--- src/psbc_defs.svh ---
// Register offsets, field positions, reset values and timing figures of the
// power state and backup control block. Definitions only.
`ifndef PSBC_DEFS_SVH
`define PSBC_DEFS_SVH

`define PSBC_OFS_CHG_CTL 8'h1A
`define PSBC_OFS_BKP_CTL 8'h6B
`define PSBC_OFS_INT_STS 8'h00
`define PSBC_OFS_INT_MASK 8'h01
`define PSBC_OFS_INT_SENSE 8'h02
`define PSBC_OFS_PWR_CTL 8'h03
`define PSBC_OFS_PWR_STAT 8'h04

`define PSBC_CHG_EN_BIT 3
`define PSBC_CHG_VSEL_MSB 2
`define PSBC_BKP_LVL_MSB 2
`define PSBC_PWR_SLEEP_BIT 0
`define PSBC_SENSE_PROT_BIT 4

`define PSBC_RST_CHG_CTL 8'h00
`define PSBC_RST_BKP_CTL 8'h00
`define PSBC_RST_INT_MASK 4'hF
`define PSBC_RST_PWR_CTL 1'b0

`define PSBC_BKP_LVL_3V0 3'h6

`define PSBC_CLK_HZ 25000000
`define PSBC_THERM_DEB_US 8000
`define PSBC_THERM_DEB_CYC ((`PSBC_CLK_HZ / 1000) * `PSBC_THERM_DEB_US / 1000)

`endif

--- src/psbc_pkg.sv ---
// Types shared by the power state and backup control block.
// Assumes nothing of its surroundings.
package psbc_pkg;

  typedef enum logic [2:0] {
    PSBC_OFF,
    PSBC_ON,
    PSBC_SLEEP,
    PSBC_STBY,
    PSBC_COIN
  } psbc_state_t;

  typedef logic [7:0] psbc_byte_t;

endpackage : psbc_pkg

--- src/psbc_sync.sv ---
// Two-stage synchroniser for a group of asynchronous levels.
// Assumes the inputs are levels that stay stable for several clock periods.
`timescale 1ns/10ps
`default_nettype none

module psbc_sync #(
  parameter int WIDTH = 1
) (
  // Clock and reset.
  input wire logic clk,
  input wire logic rst_n,
  // Levels.
  input wire logic [WIDTH-1:0] d,
  output logic [WIDTH-1:0] q
);

  logic [WIDTH-1:0] meta_r;

  always_ff @(posedge clk or negedge rst_n) begin
    if (!rst_n) begin
      meta_r <= '0;
      q <= '0;
    end else begin
      meta_r <= d;
      q <= meta_r;
    end
  end

endmodule : psbc_sync

`default_nettype wire

--- src/psbc_debounce.sv ---
// Persistence filter: the output rises once the input has stayed high for
// LIMIT consecutive cycles and falls with the input.
// Assumes a synchronised input.
`timescale 1ns/10ps
`default_nettype none

module psbc_debounce #(
  parameter int LIMIT = 200000
) (
  // Clock and reset.
  input wire logic clk,
  input wire logic rst_n,
  // Filtered level.
  input wire logic level,
  output logic held
);

  logic [31:0] cnt_r;
  logic [31:0] cnt_nxt;
  logic done;

  assign done = (cnt_r >= 32'(LIMIT - 1));
  // Any drop before the limit restarts the count.
  assign cnt_nxt = !level ? 32'h0 : (done ? cnt_r : cnt_r + 32'h1); // RL23

  always_ff @(posedge clk or negedge rst_n) begin
    if (!rst_n) begin
      cnt_r <= 32'h0;
      held <= 1'b0;
    end else begin
      cnt_r <= cnt_nxt;
      held <= level && done; // RL13
    end
  end

endmodule : psbc_debounce

`default_nettype wire

--- src/psbc_top.sv ---
// Power state machine, backup domain supply switching, backup cell charger
// control and die temperature supervision.
// Assumes comparator levels arrive asynchronously and register writes come
// from logic on MCLK.
// Notes on behaviour
// RL1 - Backup supply stays on; main input preferred.
// RL2 - Start at 1.0 V until main input appears.
// RL3 - Input removed: regulator gives way to cell switch.
// RL4 - Code 110: regulate above high, cell below low.
// RL5 - Level field: only code 110 is valid.
// RL6 - Below low threshold use cell; no cell, off.
// RL7 - Charger register: enable bit 3, voltage 2:0.
// RL8 - Voltage codes map 2.50 V up to 3.30 V.
// RL9 - High charge current in ON, low elsewhere.
// RL10 - No charging in OFF or under undervoltage.
// RL11 - Each warning threshold crossing raises its interrupt.
// RL12 - Current temperature sense bits are readable.
// RL13 - Shutdown only after 8.0 ms continuous overtemperature.
// RL14 - Exactly five power states.
// RL15 - ON needs input above undervoltage and enable.
// RL16 - Reset output released in ON.
// RL17 - ON goes to Coin Cell on undervoltage.
// RL18 - OFF drives reset low; leaves on turn-on.
// RL19 - Enable low or thermal trip enters OFF; enable low enters Sleep when selected.
// RL20 - Interrupt output only in Sleep, Standby, ON.
// RL21 - Thermal protection holds OFF until cooled.
// RL22 - Coin Cell ignores turn-on, goes OFF on input.
// RL23 - Debounce restarts when overtemperature drops early.
// RL24 - Warnings latch until cleared; output gated by state.
`timescale 1ns/10ps
`default_nettype none
`include "psbc_defs.svh"

module psbc_top #(
  parameter int THERM_DEB_CYC = `PSBC_THERM_DEB_CYC
) (
  // Clock and reset.
  input wire logic MCLK,
  input wire logic RST_N,
  // Comparators and pins, asynchronous.
  input wire logic VIN_ABOVE_UNDERVOLTAGE_DETECT,
  input wire logic VIN_ABOVE_INPUT_HIGH_THRESHOLD,
  input wire logic VIN_BELOW_INPUT_LOW_THRESHOLD,
  input wire logic CELL_PRESENT,
  input wire logic EN,
  input wire logic STBY,
  input wire logic [3:0] TEMP_WARN,
  input wire logic TEMP_SHDN,
  // Register port.
  input wire logic [7:0] REG_ADDR,
  input wire psbc_pkg::psbc_byte_t REG_WDATA,
  input wire logic REG_WE,
  output psbc_pkg::psbc_byte_t REG_RDATA,
  // Backup domain supply.
  output logic BKP_SRC_CELL,
  output logic BKP_INIT_LEVEL,
  output logic BKP_REG_3V0,
  output logic BKP_SUPPLY_ON,
  // Charger.
  output logic CHG_ON,
  output logic CHG_HIGH_CURRENT,
  output logic [2:0] CHG_VSEL,
  // Open-drain reset and interrupt, driven low while enabled.
  output logic POR_OUT_O,
  output logic POR_OUT_OE,
  output logic INT_OUT_O,
  output logic INT_OUT_OE,
  // Power state.
  output psbc_pkg::psbc_state_t PWR_STATE
);

  import psbc_pkg::*;

  logic [9:0] sync_d;
  logic [9:0] sync_q;
  logic uv_ok;
  logic vin_hi;
  logic vin_lo;
  logic cell_ok;
  logic en_s;
  logic stby_s;
  logic [3:0] temp_s;
  logic shdn_s;
  logic trip;

  assign sync_d = {TEMP_SHDN, TEMP_WARN, STBY, EN, CELL_PRESENT, VIN_BELOW_INPUT_LOW_THRESHOLD, VIN_ABOVE_INPUT_HIGH_THRESHOLD};

  psbc_sync #(.WIDTH(10)) u_sync (
    .clk(MCLK),
    .rst_n(RST_N),
    .d(sync_d),
    .q(sync_q)
  );

  psbc_sync #(.WIDTH(1)) u_sync_uv (
    .clk(MCLK),
    .rst_n(RST_N),
    .d(VIN_ABOVE_UNDERVOLTAGE_DETECT),
    .q(uv_ok)
  );

  assign vin_hi = sync_q[0];
  assign vin_lo = sync_q[1];
  assign cell_ok = sync_q[2];
  assign en_s = sync_q[3];
  assign stby_s = sync_q[4];
  assign temp_s = sync_q[8:5];
  assign shdn_s = sync_q[9];

  psbc_debounce #(.LIMIT(THERM_DEB_CYC)) u_deb (
    .clk(MCLK),
    .rst_n(RST_N),
    .level(shdn_s),
    .held(trip)
  );

  // Registers.
  logic [3:0] chg_ctl_r;
  logic [2:0] bkp_lvl_r;
  logic [3:0] int_sts_r;
  logic [3:0] int_sts_nxt;
  logic [3:0] int_mask_r;
  logic sleep_sel_r;
  logic [3:0] temp_prev_r;
  logic [3:0] temp_edge;
  logic prot_r;
  logic prot_nxt;
  logic wr_chg;
  logic wr_bkp;
  logic wr_sts;
  logic wr_mask;
  logic wr_pwr;
  logic [3:0] sts_clr;

  assign wr_chg = REG_WE && (REG_ADDR == `PSBC_OFS_CHG_CTL);
  assign wr_bkp = REG_WE && (REG_ADDR == `PSBC_OFS_BKP_CTL);
  assign wr_sts = REG_WE && (REG_ADDR == `PSBC_OFS_INT_STS);
  assign wr_mask = REG_WE && (REG_ADDR == `PSBC_OFS_INT_MASK);
  assign wr_pwr = REG_WE && (REG_ADDR == `PSBC_OFS_PWR_CTL);

  // Either crossing direction of a warning threshold is an event.
  assign temp_edge = temp_s ^ temp_prev_r; // RL11
  assign sts_clr = wr_sts ? REG_WDATA[3:0] : 4'h0;

  genvar gi;
  generate
    for (gi = 0; gi < 4; gi++) begin : g_sts
      // A crossing in the clearing cycle keeps its flag.
      assign int_sts_nxt[gi] = temp_edge[gi] | (int_sts_r[gi] & ~sts_clr[gi]); // RL24
    end
  endgenerate

  // Protection latches on the debounced trip and holds until cooled.
  assign prot_nxt = trip | (prot_r & shdn_s); // RL21

  always_ff @(posedge MCLK or negedge RST_N) begin
    if (!RST_N) begin
      chg_ctl_r <= 4'(`PSBC_RST_CHG_CTL);
      bkp_lvl_r <= 3'(`PSBC_RST_BKP_CTL);
      int_mask_r <= `PSBC_RST_INT_MASK;
      sleep_sel_r <= `PSBC_RST_PWR_CTL;
      int_sts_r <= 4'h0;
      temp_prev_r <= 4'h0;
      prot_r <= 1'b0;
    end else begin
      if (wr_chg) chg_ctl_r <= REG_WDATA[`PSBC_CHG_EN_BIT:0]; // RL7
      if (wr_bkp) bkp_lvl_r <= REG_WDATA[`PSBC_BKP_LVL_MSB:0];
      if (wr_mask) int_mask_r <= REG_WDATA[3:0];
      if (wr_pwr) sleep_sel_r <= REG_WDATA[`PSBC_PWR_SLEEP_BIT];
      int_sts_r <= int_sts_nxt;
      temp_prev_r <= temp_s;
      prot_r <= prot_nxt;
    end
  end

  // Power state machine.
  psbc_state_t state_r;
  psbc_state_t state_nxt;
  logic turn_on;
  logic en_off_tgt_sleep;

  assign turn_on = uv_ok && en_s && !prot_r; // RL15 RL21
  assign en_off_tgt_sleep = sleep_sel_r;

  always_comb begin
    state_nxt = state_r;
    unique case (state_r) // RL14
      PSBC_COIN: begin
        if (uv_ok) state_nxt = PSBC_OFF; // RL22
      end
      PSBC_OFF: begin
        if (!uv_ok) state_nxt = PSBC_COIN;
        else if (turn_on) state_nxt = PSBC_ON; // RL18
      end
      PSBC_ON: begin
        if (!uv_ok) state_nxt = PSBC_COIN; // RL17
        else if (trip || prot_r) state_nxt = PSBC_OFF; // RL19
        else if (!en_s) state_nxt = en_off_tgt_sleep ? PSBC_SLEEP : PSBC_OFF; // RL19
        else if (stby_s) state_nxt = PSBC_STBY;
      end
      PSBC_STBY: begin
        if (!uv_ok) state_nxt = PSBC_COIN;
        else if (trip || prot_r) state_nxt = PSBC_OFF; // RL19
        else if (!en_s) state_nxt = en_off_tgt_sleep ? PSBC_SLEEP : PSBC_OFF;
        else if (!stby_s) state_nxt = PSBC_ON;
      end
      PSBC_SLEEP: begin
        if (!uv_ok) state_nxt = PSBC_COIN;
        else if (trip || prot_r) state_nxt = PSBC_OFF;
        else if (en_s) state_nxt = PSBC_ON;
      end
      default: state_nxt = PSBC_COIN;
    endcase
  end

  // Backup domain supply source and level.
  logic src_cell_r;
  logic src_cell_nxt;
  logic init_lvl_r;
  logic lvl_valid;

  // Main input wins above the high threshold; between thresholds the source holds.
  assign src_cell_nxt = vin_hi ? 1'b0 : (vin_lo ? 1'b1 : src_cell_r); // RL1 RL3 RL4 RL6
  assign lvl_valid = (bkp_lvl_r == `PSBC_BKP_LVL_3V0); // RL5

  always_ff @(posedge MCLK or negedge RST_N) begin
    if (!RST_N) begin
      state_r <= PSBC_COIN;
      src_cell_r <= 1'b1;
      init_lvl_r <= 1'b1;
    end else begin
      state_r <= state_nxt;
      src_cell_r <= src_cell_nxt;
      if (vin_hi) init_lvl_r <= 1'b0; // RL2
    end
  end

  // Charger qualification.
  logic chg_state_ok;
  logic chg_on;
  logic chg_hi;

  assign chg_state_ok = (state_r == PSBC_ON) || (state_r == PSBC_SLEEP) || (state_r == PSBC_STBY);
  assign chg_on = chg_ctl_r[`PSBC_CHG_EN_BIT] && chg_state_ok && uv_ok; // RL10
  assign chg_hi = chg_on && (state_r == PSBC_ON); // RL9

  // Interrupt output.
  logic int_state_ok;
  logic int_req;

  assign int_state_ok = chg_state_ok; // RL20
  assign int_req = |(int_sts_r & ~int_mask_r) && int_state_ok; // RL24

  // Read data.
  psbc_byte_t rdata;

  always_comb begin
    rdata = 8'h00;
    unique case (REG_ADDR)
      `PSBC_OFS_CHG_CTL: rdata = {4'h0, chg_ctl_r};
      `PSBC_OFS_BKP_CTL: rdata = {5'h00, bkp_lvl_r};
      `PSBC_OFS_INT_STS: rdata = {4'h0, int_sts_r};
      `PSBC_OFS_INT_MASK: rdata = {4'h0, int_mask_r};
      `PSBC_OFS_INT_SENSE: rdata = {3'h0, prot_r, temp_s}; // RL12
      `PSBC_OFS_PWR_CTL: rdata = {7'h00, sleep_sel_r};
      `PSBC_OFS_PWR_STAT: rdata = {5'h00, state_r};
      default: rdata = 8'h00;
    endcase
  end

  // Registered outputs.
  always_ff @(posedge MCLK or negedge RST_N) begin
    if (!RST_N) begin
      REG_RDATA <= 8'h00;
      BKP_SRC_CELL <= 1'b1;
      BKP_INIT_LEVEL <= 1'b1;
      BKP_REG_3V0 <= 1'b0;
      BKP_SUPPLY_ON <= 1'b1;
      CHG_ON <= 1'b0;
      CHG_HIGH_CURRENT <= 1'b0;
      CHG_VSEL <= 3'h0;
      POR_OUT_O <= 1'b0;
      POR_OUT_OE <= 1'b1;
      INT_OUT_O <= 1'b0;
      INT_OUT_OE <= 1'b0;
      PWR_STATE <= PSBC_COIN;
    end else begin
      REG_RDATA <= rdata;
      BKP_SRC_CELL <= src_cell_r;
      BKP_INIT_LEVEL <= init_lvl_r; // RL2
      BKP_REG_3V0 <= !src_cell_r && !init_lvl_r && lvl_valid; // RL4
      BKP_SUPPLY_ON <= !(src_cell_r && !cell_ok); // RL1 RL6
      CHG_ON <= chg_on;
      CHG_HIGH_CURRENT <= chg_hi;
      CHG_VSEL <= chg_ctl_r[`PSBC_CHG_VSEL_MSB:0]; // RL8
      POR_OUT_O <= 1'b0;
      POR_OUT_OE <= (state_r != PSBC_ON); // RL16 RL18 RL22
      INT_OUT_O <= 1'b0;
      INT_OUT_OE <= int_req; // RL20
      PWR_STATE <= state_r;
    end
  end

endmodule : psbc_top

`default_nettype wire

--- config.mk ---
export PLATFORM = sky130hd
export DESIGN_NAME = psbc_top
export DESIGN_NICKNAME = d
export VERILOG_FILES = /design/src/psbc_pkg.sv /design/src/psbc_sync.sv /design/src/psbc_debounce.sv /design/src/psbc_top.sv
export VERILOG_INCLUDE_DIRS = /design/src
export SDC_FILE = /design/constraint.sdc
export NUM_CORES = 1
export LEC_CHECK = 0
export BUFFER_PORTS_ARGS = -buffer_cell sky130_fd_sc_hd__buf_2
export CAP_MARGIN = 20
export CORE_MARGIN = 2
export CORE_UTILIZATION = 43
export CTS_BUF_LIST = sky130_fd_sc_hd__clkbuf_4
export DETAILED_ROUTE_END_ITERATION = 8
export GPL_TIMING_DRIVEN = 1
export PLACE_DENSITY = 0.68
export SYNTH_ARGS = -nofsm -noshare
export SYNTH_HDL_FRONTEND = slang
export SYNTH_SLANG_ARGS = --single-unit
export TNS_END_PERCENT = 10
--- constraint.sdc ---
create_clock -name MCLK -period 4.03 [get_ports MCLK]
set_clock_uncertainty 0.1 [all_clocks]
set_input_delay 0.2015 -clock MCLK [delete_from_list [all_inputs] [get_ports MCLK]]
set_output_delay 0.2015 -clock MCLK [all_outputs]
set_load 0.05 [all_outputs]
# After elaboration in Yosys (flattened, before gate mapping)
# Index checks and enable logic that the tools add are counted.
# totals
reg_bits,103
inputBits,30
out_inout_bits,24
word_cells,114
# classes
add_sub_neg,1
order_cmp,1
eq_ne,18
muxes,22
bitwise,17
n_reduce_logical,28
# op_table
cell,count
two-way mux 32 bit,2
two-way mux 3 bit,14
one-hot mux 5 bit (7 select lines),1
adder 32 x 1 -> 32 bit (second input constant),1
greater-or-equal comparator 32 x 18 -> 1 bit (second input constant),1
equality test 8 x 2 -> 1 bit (second input constant),2
logical AND 1 bit,15
one-hot mux 3 bit (5 select lines),1
inequality test 5 bit (second input constant),2
equality test 8 x 1 -> 1 bit (second input constant),1
equality test 8 x 3 -> 1 bit (second input constant),1
equality test 8 x 5 -> 1 bit (second input constant),1
equality test 8 x 7 -> 1 bit (second input constant),1
logical NOT 8 bit,1
equality test 3 x 2 -> 1 bit (second input constant),2
equality test 3 bit (second input constant),2
AND 1 bit,5
logical NOT 1 bit,5
bitwise OR 1 bit,5
AND reduction 5 bit,1
AND 4 bit,1
two-way mux 4 bit,1
inequality test 4 bit (second input constant),1
NOT 1 bit,4
13 further kinds,16

# Longest topological paths before layout
# logic_depth
ltp_word,6
depth_mapped,7
ltp_nobuf,6

# By module
# A second synthesis with hierarchy kept.
# hier_totals
cells_unflattened,323
area_unflattened_um2,4046.4
# by_module_without_submodules
module,instances,cells_each,area_per_inst_um2,seq_area_each_um2
psbc_top,1,150,1929.4,1141.1
psbc_debounce,1,151,1566.5,825.8
psbc_sync at u_sync,1,20,500.5,500.5
psbc_sync at u_sync_uv,1,2,50.0,50.0

# Least setup slack after synthesis
# No wires, ideal clock.
# synth_timing
kind,register -> register
from,register u_deb.cnt_r[14]
to,register u_deb.cnt_r[8]
setup_time_ns,0.140
t_arrival_ns,1.704
t_required_ns,3.790
path_slack_ns,2.087
path_stages_with_launch,8
n_path_buf,2
period_less_slack_ns,1.943
cell_sequence,dfrtp_1 -> nor4_1 -> a21oi_1 -> or2_1 -> buf_6 -> buf_2 -> o311ai_0 -> o41ai_1
# synth_between
elab_chain_cells,2
# synth_lines
item,line,rtl
from (decl),psbc_debounce.sv:18,logic [31:0] cnt_r;
from (signal assigned),psbc_debounce.sv:31,cnt_r <= cnt_nxt;
greater-or-equal comparator 32 x 18 -> 1 bit,psbc_debounce.sv:22,assign done = (cnt_r >= 32'(LIMIT - 1));
inequality test 2 bit (no line),n/a,
# Every way passes these cells.
# A chain may end at the register's enable or synchronous reset.

# Worst setup path after layout
# layout_timing
from,register u_deb.cnt_r[20]
to,register u_deb.cnt_r[17]
# Same word-level chain as after synthesis.

==> metrics.log <==
[metrics] die footprint: 9790 µm²
[metrics] Initial DRC Count: 128
[metrics] cell at the slowest stage of the critical path: sky130_fd_sc_hd__or3_4
[metrics] total number of H-tree levels: 3
[metrics] met1 capacity usage during global routing: 19.6%
[metrics] area fraction of the dominant cell type after synthesis: 56.8%
[metrics] total area of multi-input combinational cells: 1240 µm²
[metrics] clock-pin slew on the worst setup and hold paths: around 0.16 ns
[metrics] initial standard-cell utilization of the core: 44.4%
[metrics] final estimated routing congestion in global placement: between 0.8 and 0.9
[metrics] DP Area: 4170 µm²
[metrics] Crit path largest cell delay: 0.48 ns
[metrics] number of inserted filler cells in the final layout: 764
[metrics] Critical Setup Path Class: register to register
[metrics] vias per cell: 5.22
[metrics] insertion delay of the later-clocked pin in the worst-skew pair: 0.44 ns
[metrics] Slew Viols, Final: 0
[metrics] drc violations: 0
[metrics] power per unit of standard cell area: 365 nW/µm²
[metrics] final std cell area, no fill: 4530 µm²
[metrics] count of hold-fix buffers inserted at cts: 23
[metrics] Hold Worst Slack: around 0.032 ns
[metrics] initial antenna violation count: 0
[metrics] Net count, final: 420
[metrics] total area of sequential cells: 2520 µm²
[metrics] setup_tns: 0 ns
[metrics] wire length after detailed routing: 7080 µm
[metrics] worst relative slew slack: about two fifths
[metrics] number of input and output port buffers inserted: 44
[metrics] TritonCTS clock tree: built
[metrics] Worst Setup SP: u_deb.cnt_r[20]
[metrics] sort of element at the start of the critical path: register
[metrics] Crit Path Max Fanout: 19
[metrics] setup repair after global routing missed its margin: false
[metrics] clock buffers created by TritonCTS: 9
[metrics] mapped cell area: 3880 µm²
[metrics] most common flop cell mapped by yosys: sky130_fd_sc_hd__dfrtp_1
[metrics] share of flip-flops with an asynchronous set or reset: 100%
[metrics] Leakage Power: 2.08 nW
[metrics] Post-Syn Area per Cell: 12.1 µm²
[metrics] maximum clock frequency: 434 MHz
[metrics] aggregate global routing overflow: 0
[metrics] placeable core region: 8720 µm²
[metrics] CTS root buf: sky130_fd_sc_hd__clkbuf_4
[metrics] outcome: finished clean
[metrics] number of I/O pins: 54
[metrics] die width: 98.9 µm
[metrics] Num Clock Sinks: 100
[metrics] remaining antenna violation count after routing: 0
[metrics] via total after detailed routing: ~2,600
[metrics] count of final setup violators: 0
[metrics] routed len/inst: approximately 14 µm
[metrics] Max Buffers Root-to-Sink: 2
[metrics] cell type with the largest total area after synthesis: sky130_fd_sc_hd__dfrtp_1
[metrics] total of flip-flops plus latches after synthesis: 100
[metrics] origin of the worst min-delay path: REG_ADDR[1]
[metrics] wire length of the first global-routing pass: between 10,000 and 15,000 µm
[metrics] met2 usage: 25.2%
[metrics] final-report hold violation count: 0
[metrics] first-pass iteration count of the detailed router: 5
[metrics] minimum clock period after layout: 2.30 ns
[metrics] cell types occupying the most area after synthesis: sky130_fd_sc_hd__dfrtp_1 57%, sky130_fd_sc_hd__dfstp_2 8.1%, sky130_fd_sc_hd__mux2_2 2.9%, sky130_fd_sc_hd__and2_1 2.4%, sky130_fd_sc_hd__nand2_1 2.4%
[metrics] worst slew pin tran: 0.880 ns
[metrics] number of global-route vias before repair: 2,570
[metrics] Antenna diodes: 0
[metrics] number of flops mapped to enable cells by yosys: 0
[metrics] ratio of final minimum period to clock period: roughly 57%
[metrics] number of instances in the synthesized netlist: 320
[metrics] busiest grt layer: met2
[metrics] chain of cells forming the critical path: nor4_1, nand4_1, or2_1, or3_4, o31ai_2
[metrics] fraction of met3 tracks used by global routing: under 10%
[metrics] total power: 1.65 mW
[metrics] Die H: between 90 and 100 µm
[metrics] data required time at the worst endpoint: 4.30 ns
[metrics] Rows: 34
[metrics] Area Overhead vs Synth: 16.8%
[metrics] Placement Setup Slack: 1.73 ns
[metrics] max-capacitance violation count: 0
[metrics] CTS resizes: 0
[metrics] count of different cell masters after synthesis: 50
[metrics] worst-case setup margin in the final layout: approximately 1.7 ns
[metrics] count of warnings emitted by yosys: 0
[metrics] largest net degree at the start of global routing: 69
[metrics] portion of the post-synthesis area used by sequential elements: between 60% and 70%
[metrics] overall fraction of global-route tracks in use: approximately 15%
[metrics] post-CTS setup buffers: 0
[metrics] kind of capture point of the worst setup path: register
[metrics] fraction of final layout cells with drive strength greater than 1: between 20% and 30%
[metrics] startpoint of the worst register-to-register path: u_deb.cnt_r[20]
[metrics] data arrival time of the critical path: ~2.6 ns
[metrics] sum of net half-perimeters after detailed placement: approximately 4600 µm
[metrics] Worst VDD drop: 0.189 mV
[metrics] worst min-delay path category: input pin to register
[state kept, by name (all words and copies together), names as in the netlist, 3 cells and up]
register       flops
state_r            3
int_sts_r          4
PWR_STATE          3
CHG_VSEL           3
int_mask_r         4
bkp_lvl_r          3
u_sync.q          10
u_sync.meta_r     10
temp_prev_r        4
chg_ctl_r          4
REG_RDATA          5
u_deb.cnt_r       32
[metrics by stage]
| stage | util [%] | instances |
|---|---|---|
| final | 51.9 | 502 |
| after CTS | 51.9 | 502 |
| after detailed placement | 47.9 | 463 |
| after floorplan | - | 324 |
| after global routing | 51.9 | 502 |
| after global placement | 47.9 | 463 |
[critical path: cells and delay by family, from the launching register on]
family	cells	cell delay (ns)
AND/OR/NAND/NOR	4	1.49
flip-flops	1	0.41
AO/OA/AOI/OAI	1	0.23
[cell usage after synthesis, types with 2 or more instances]
cell	number
sky130_fd_sc_hd__a211oi_1	2
sky130_fd_sc_hd__a21oi_1	14
sky130_fd_sc_hd__a222oi_1	3
sky130_fd_sc_hd__and2_1	15
sky130_fd_sc_hd__buf_2	3
sky130_fd_sc_hd__buf_4	5
sky130_fd_sc_hd__clkbuf_1	5
sky130_fd_sc_hd__dfrtp_1	88
sky130_fd_sc_hd__dfstp_2	12
sky130_fd_sc_hd__inv_1	13
sky130_fd_sc_hd__mux2_2	10
sky130_fd_sc_hd__mux2i_1	7
sky130_fd_sc_hd__nand2_1	25
sky130_fd_sc_hd__nand2b_1	5
sky130_fd_sc_hd__nand3_1	9
sky130_fd_sc_hd__nand3b_1	2
sky130_fd_sc_hd__nand4_1	6
sky130_fd_sc_hd__nand4b_1	3
sky130_fd_sc_hd__nor2_1	21
sky130_fd_sc_hd__nor2b_1	3
sky130_fd_sc_hd__nor3_1	4
sky130_fd_sc_hd__nor4_1	8
sky130_fd_sc_hd__o21ai_0	15
sky130_fd_sc_hd__o31ai_1	5
sky130_fd_sc_hd__o41ai_1	2
sky130_fd_sc_hd__or3_1	3
sky130_fd_sc_hd__or4_1	5
sky130_fd_sc_hd__xnor2_1	5
[final timing paths]
path,endpoint,slack [ns],cells after the start
hold / removal,en_off_tgt_sleep,0.03,3
hold reg to reg,u_sync.q[1],0.25,0
min in group asynchronous,CHG_HIGH_CURRENT,0.26,2
max in group asynchronous,BKP_SRC_CELL,2.63,3
setup / recovery,u_deb.cnt_r[17],1.73,5
setup reg to reg,u_deb.cnt_r[17],1.73,5
[kinds of logic (layout without fill, tap and decap cells)]
| logic type | count (synthesis) | after routing | synth area share, % |
|---|---|---|---|
| DFF | 100 | 100 | 64.9 |
| xor gates and xnor gates | 5 | 5 | 1.13 |
| buffers and inverters | 27 | 97 | 3.39 |
| adders and majority gates | 1 | 1 | 0.323 |
| other | 1 | 5 | 0.0967 |
| and+or+nand+nor | 117 | 117 | 16.4 |
| muxes | 18 | 18 | 5.29 |
| AOI/OAI and AO/OA | 51 | 51 | 8.43 |
[per-layer routing]
layer / vias up / wire length [µm] / part of all wire, %
li1: 1264 / - / -
met1: 1281 / 3140 / 44
met2: 71 / 3500 / 50
met3: 5 / 383 / 5.4
met4: 0 / 46 / 0.65
met5: - / 0 / 0
[placed cells by master, fill, tap and decap left out, types with 9 or more instances in the layout]
cell type and count:
sky130_fd_sc_hd__a21oi_1 14, sky130_fd_sc_hd__mux2_2 10, sky130_fd_sc_hd__inv_1 13, sky130_fd_sc_hd__dfrtp_1 88, sky130_fd_sc_hd__clkbuf_4 9, sky130_fd_sc_hd__nand2_1 25
sky130_fd_sc_hd__nor2_1 21, sky130_fd_sc_hd__dfstp_2 12, sky130_fd_sc_hd__dlygate4sd3_1 23, sky130_fd_sc_hd__o21ai_0 15, sky130_fd_sc_hd__and2_1 15, sky130_fd_sc_hd__buf_2 43
sky130_fd_sc_hd__nand3_1 9
[power by group]
group          total [mW]  switching (mW)  internal [mW]
sequential           1.06          0.0198           1.04
combinational       0.119          0.0740         0.0451
clock               0.479           0.343          0.136
total                1.65           0.437           1.22
[layout make-up]
class                   count  share of cell area (%)
flip-flops and latches    100                    55.6
multi-input cells         197                    27.4
repair buffers             68                    10.2
well taps                 108                    2.98
clock buffers               9                    1.49
clock inverters             7                    1.24
inverters                  13                    1.08
Power figures use the tool's default switching activity.
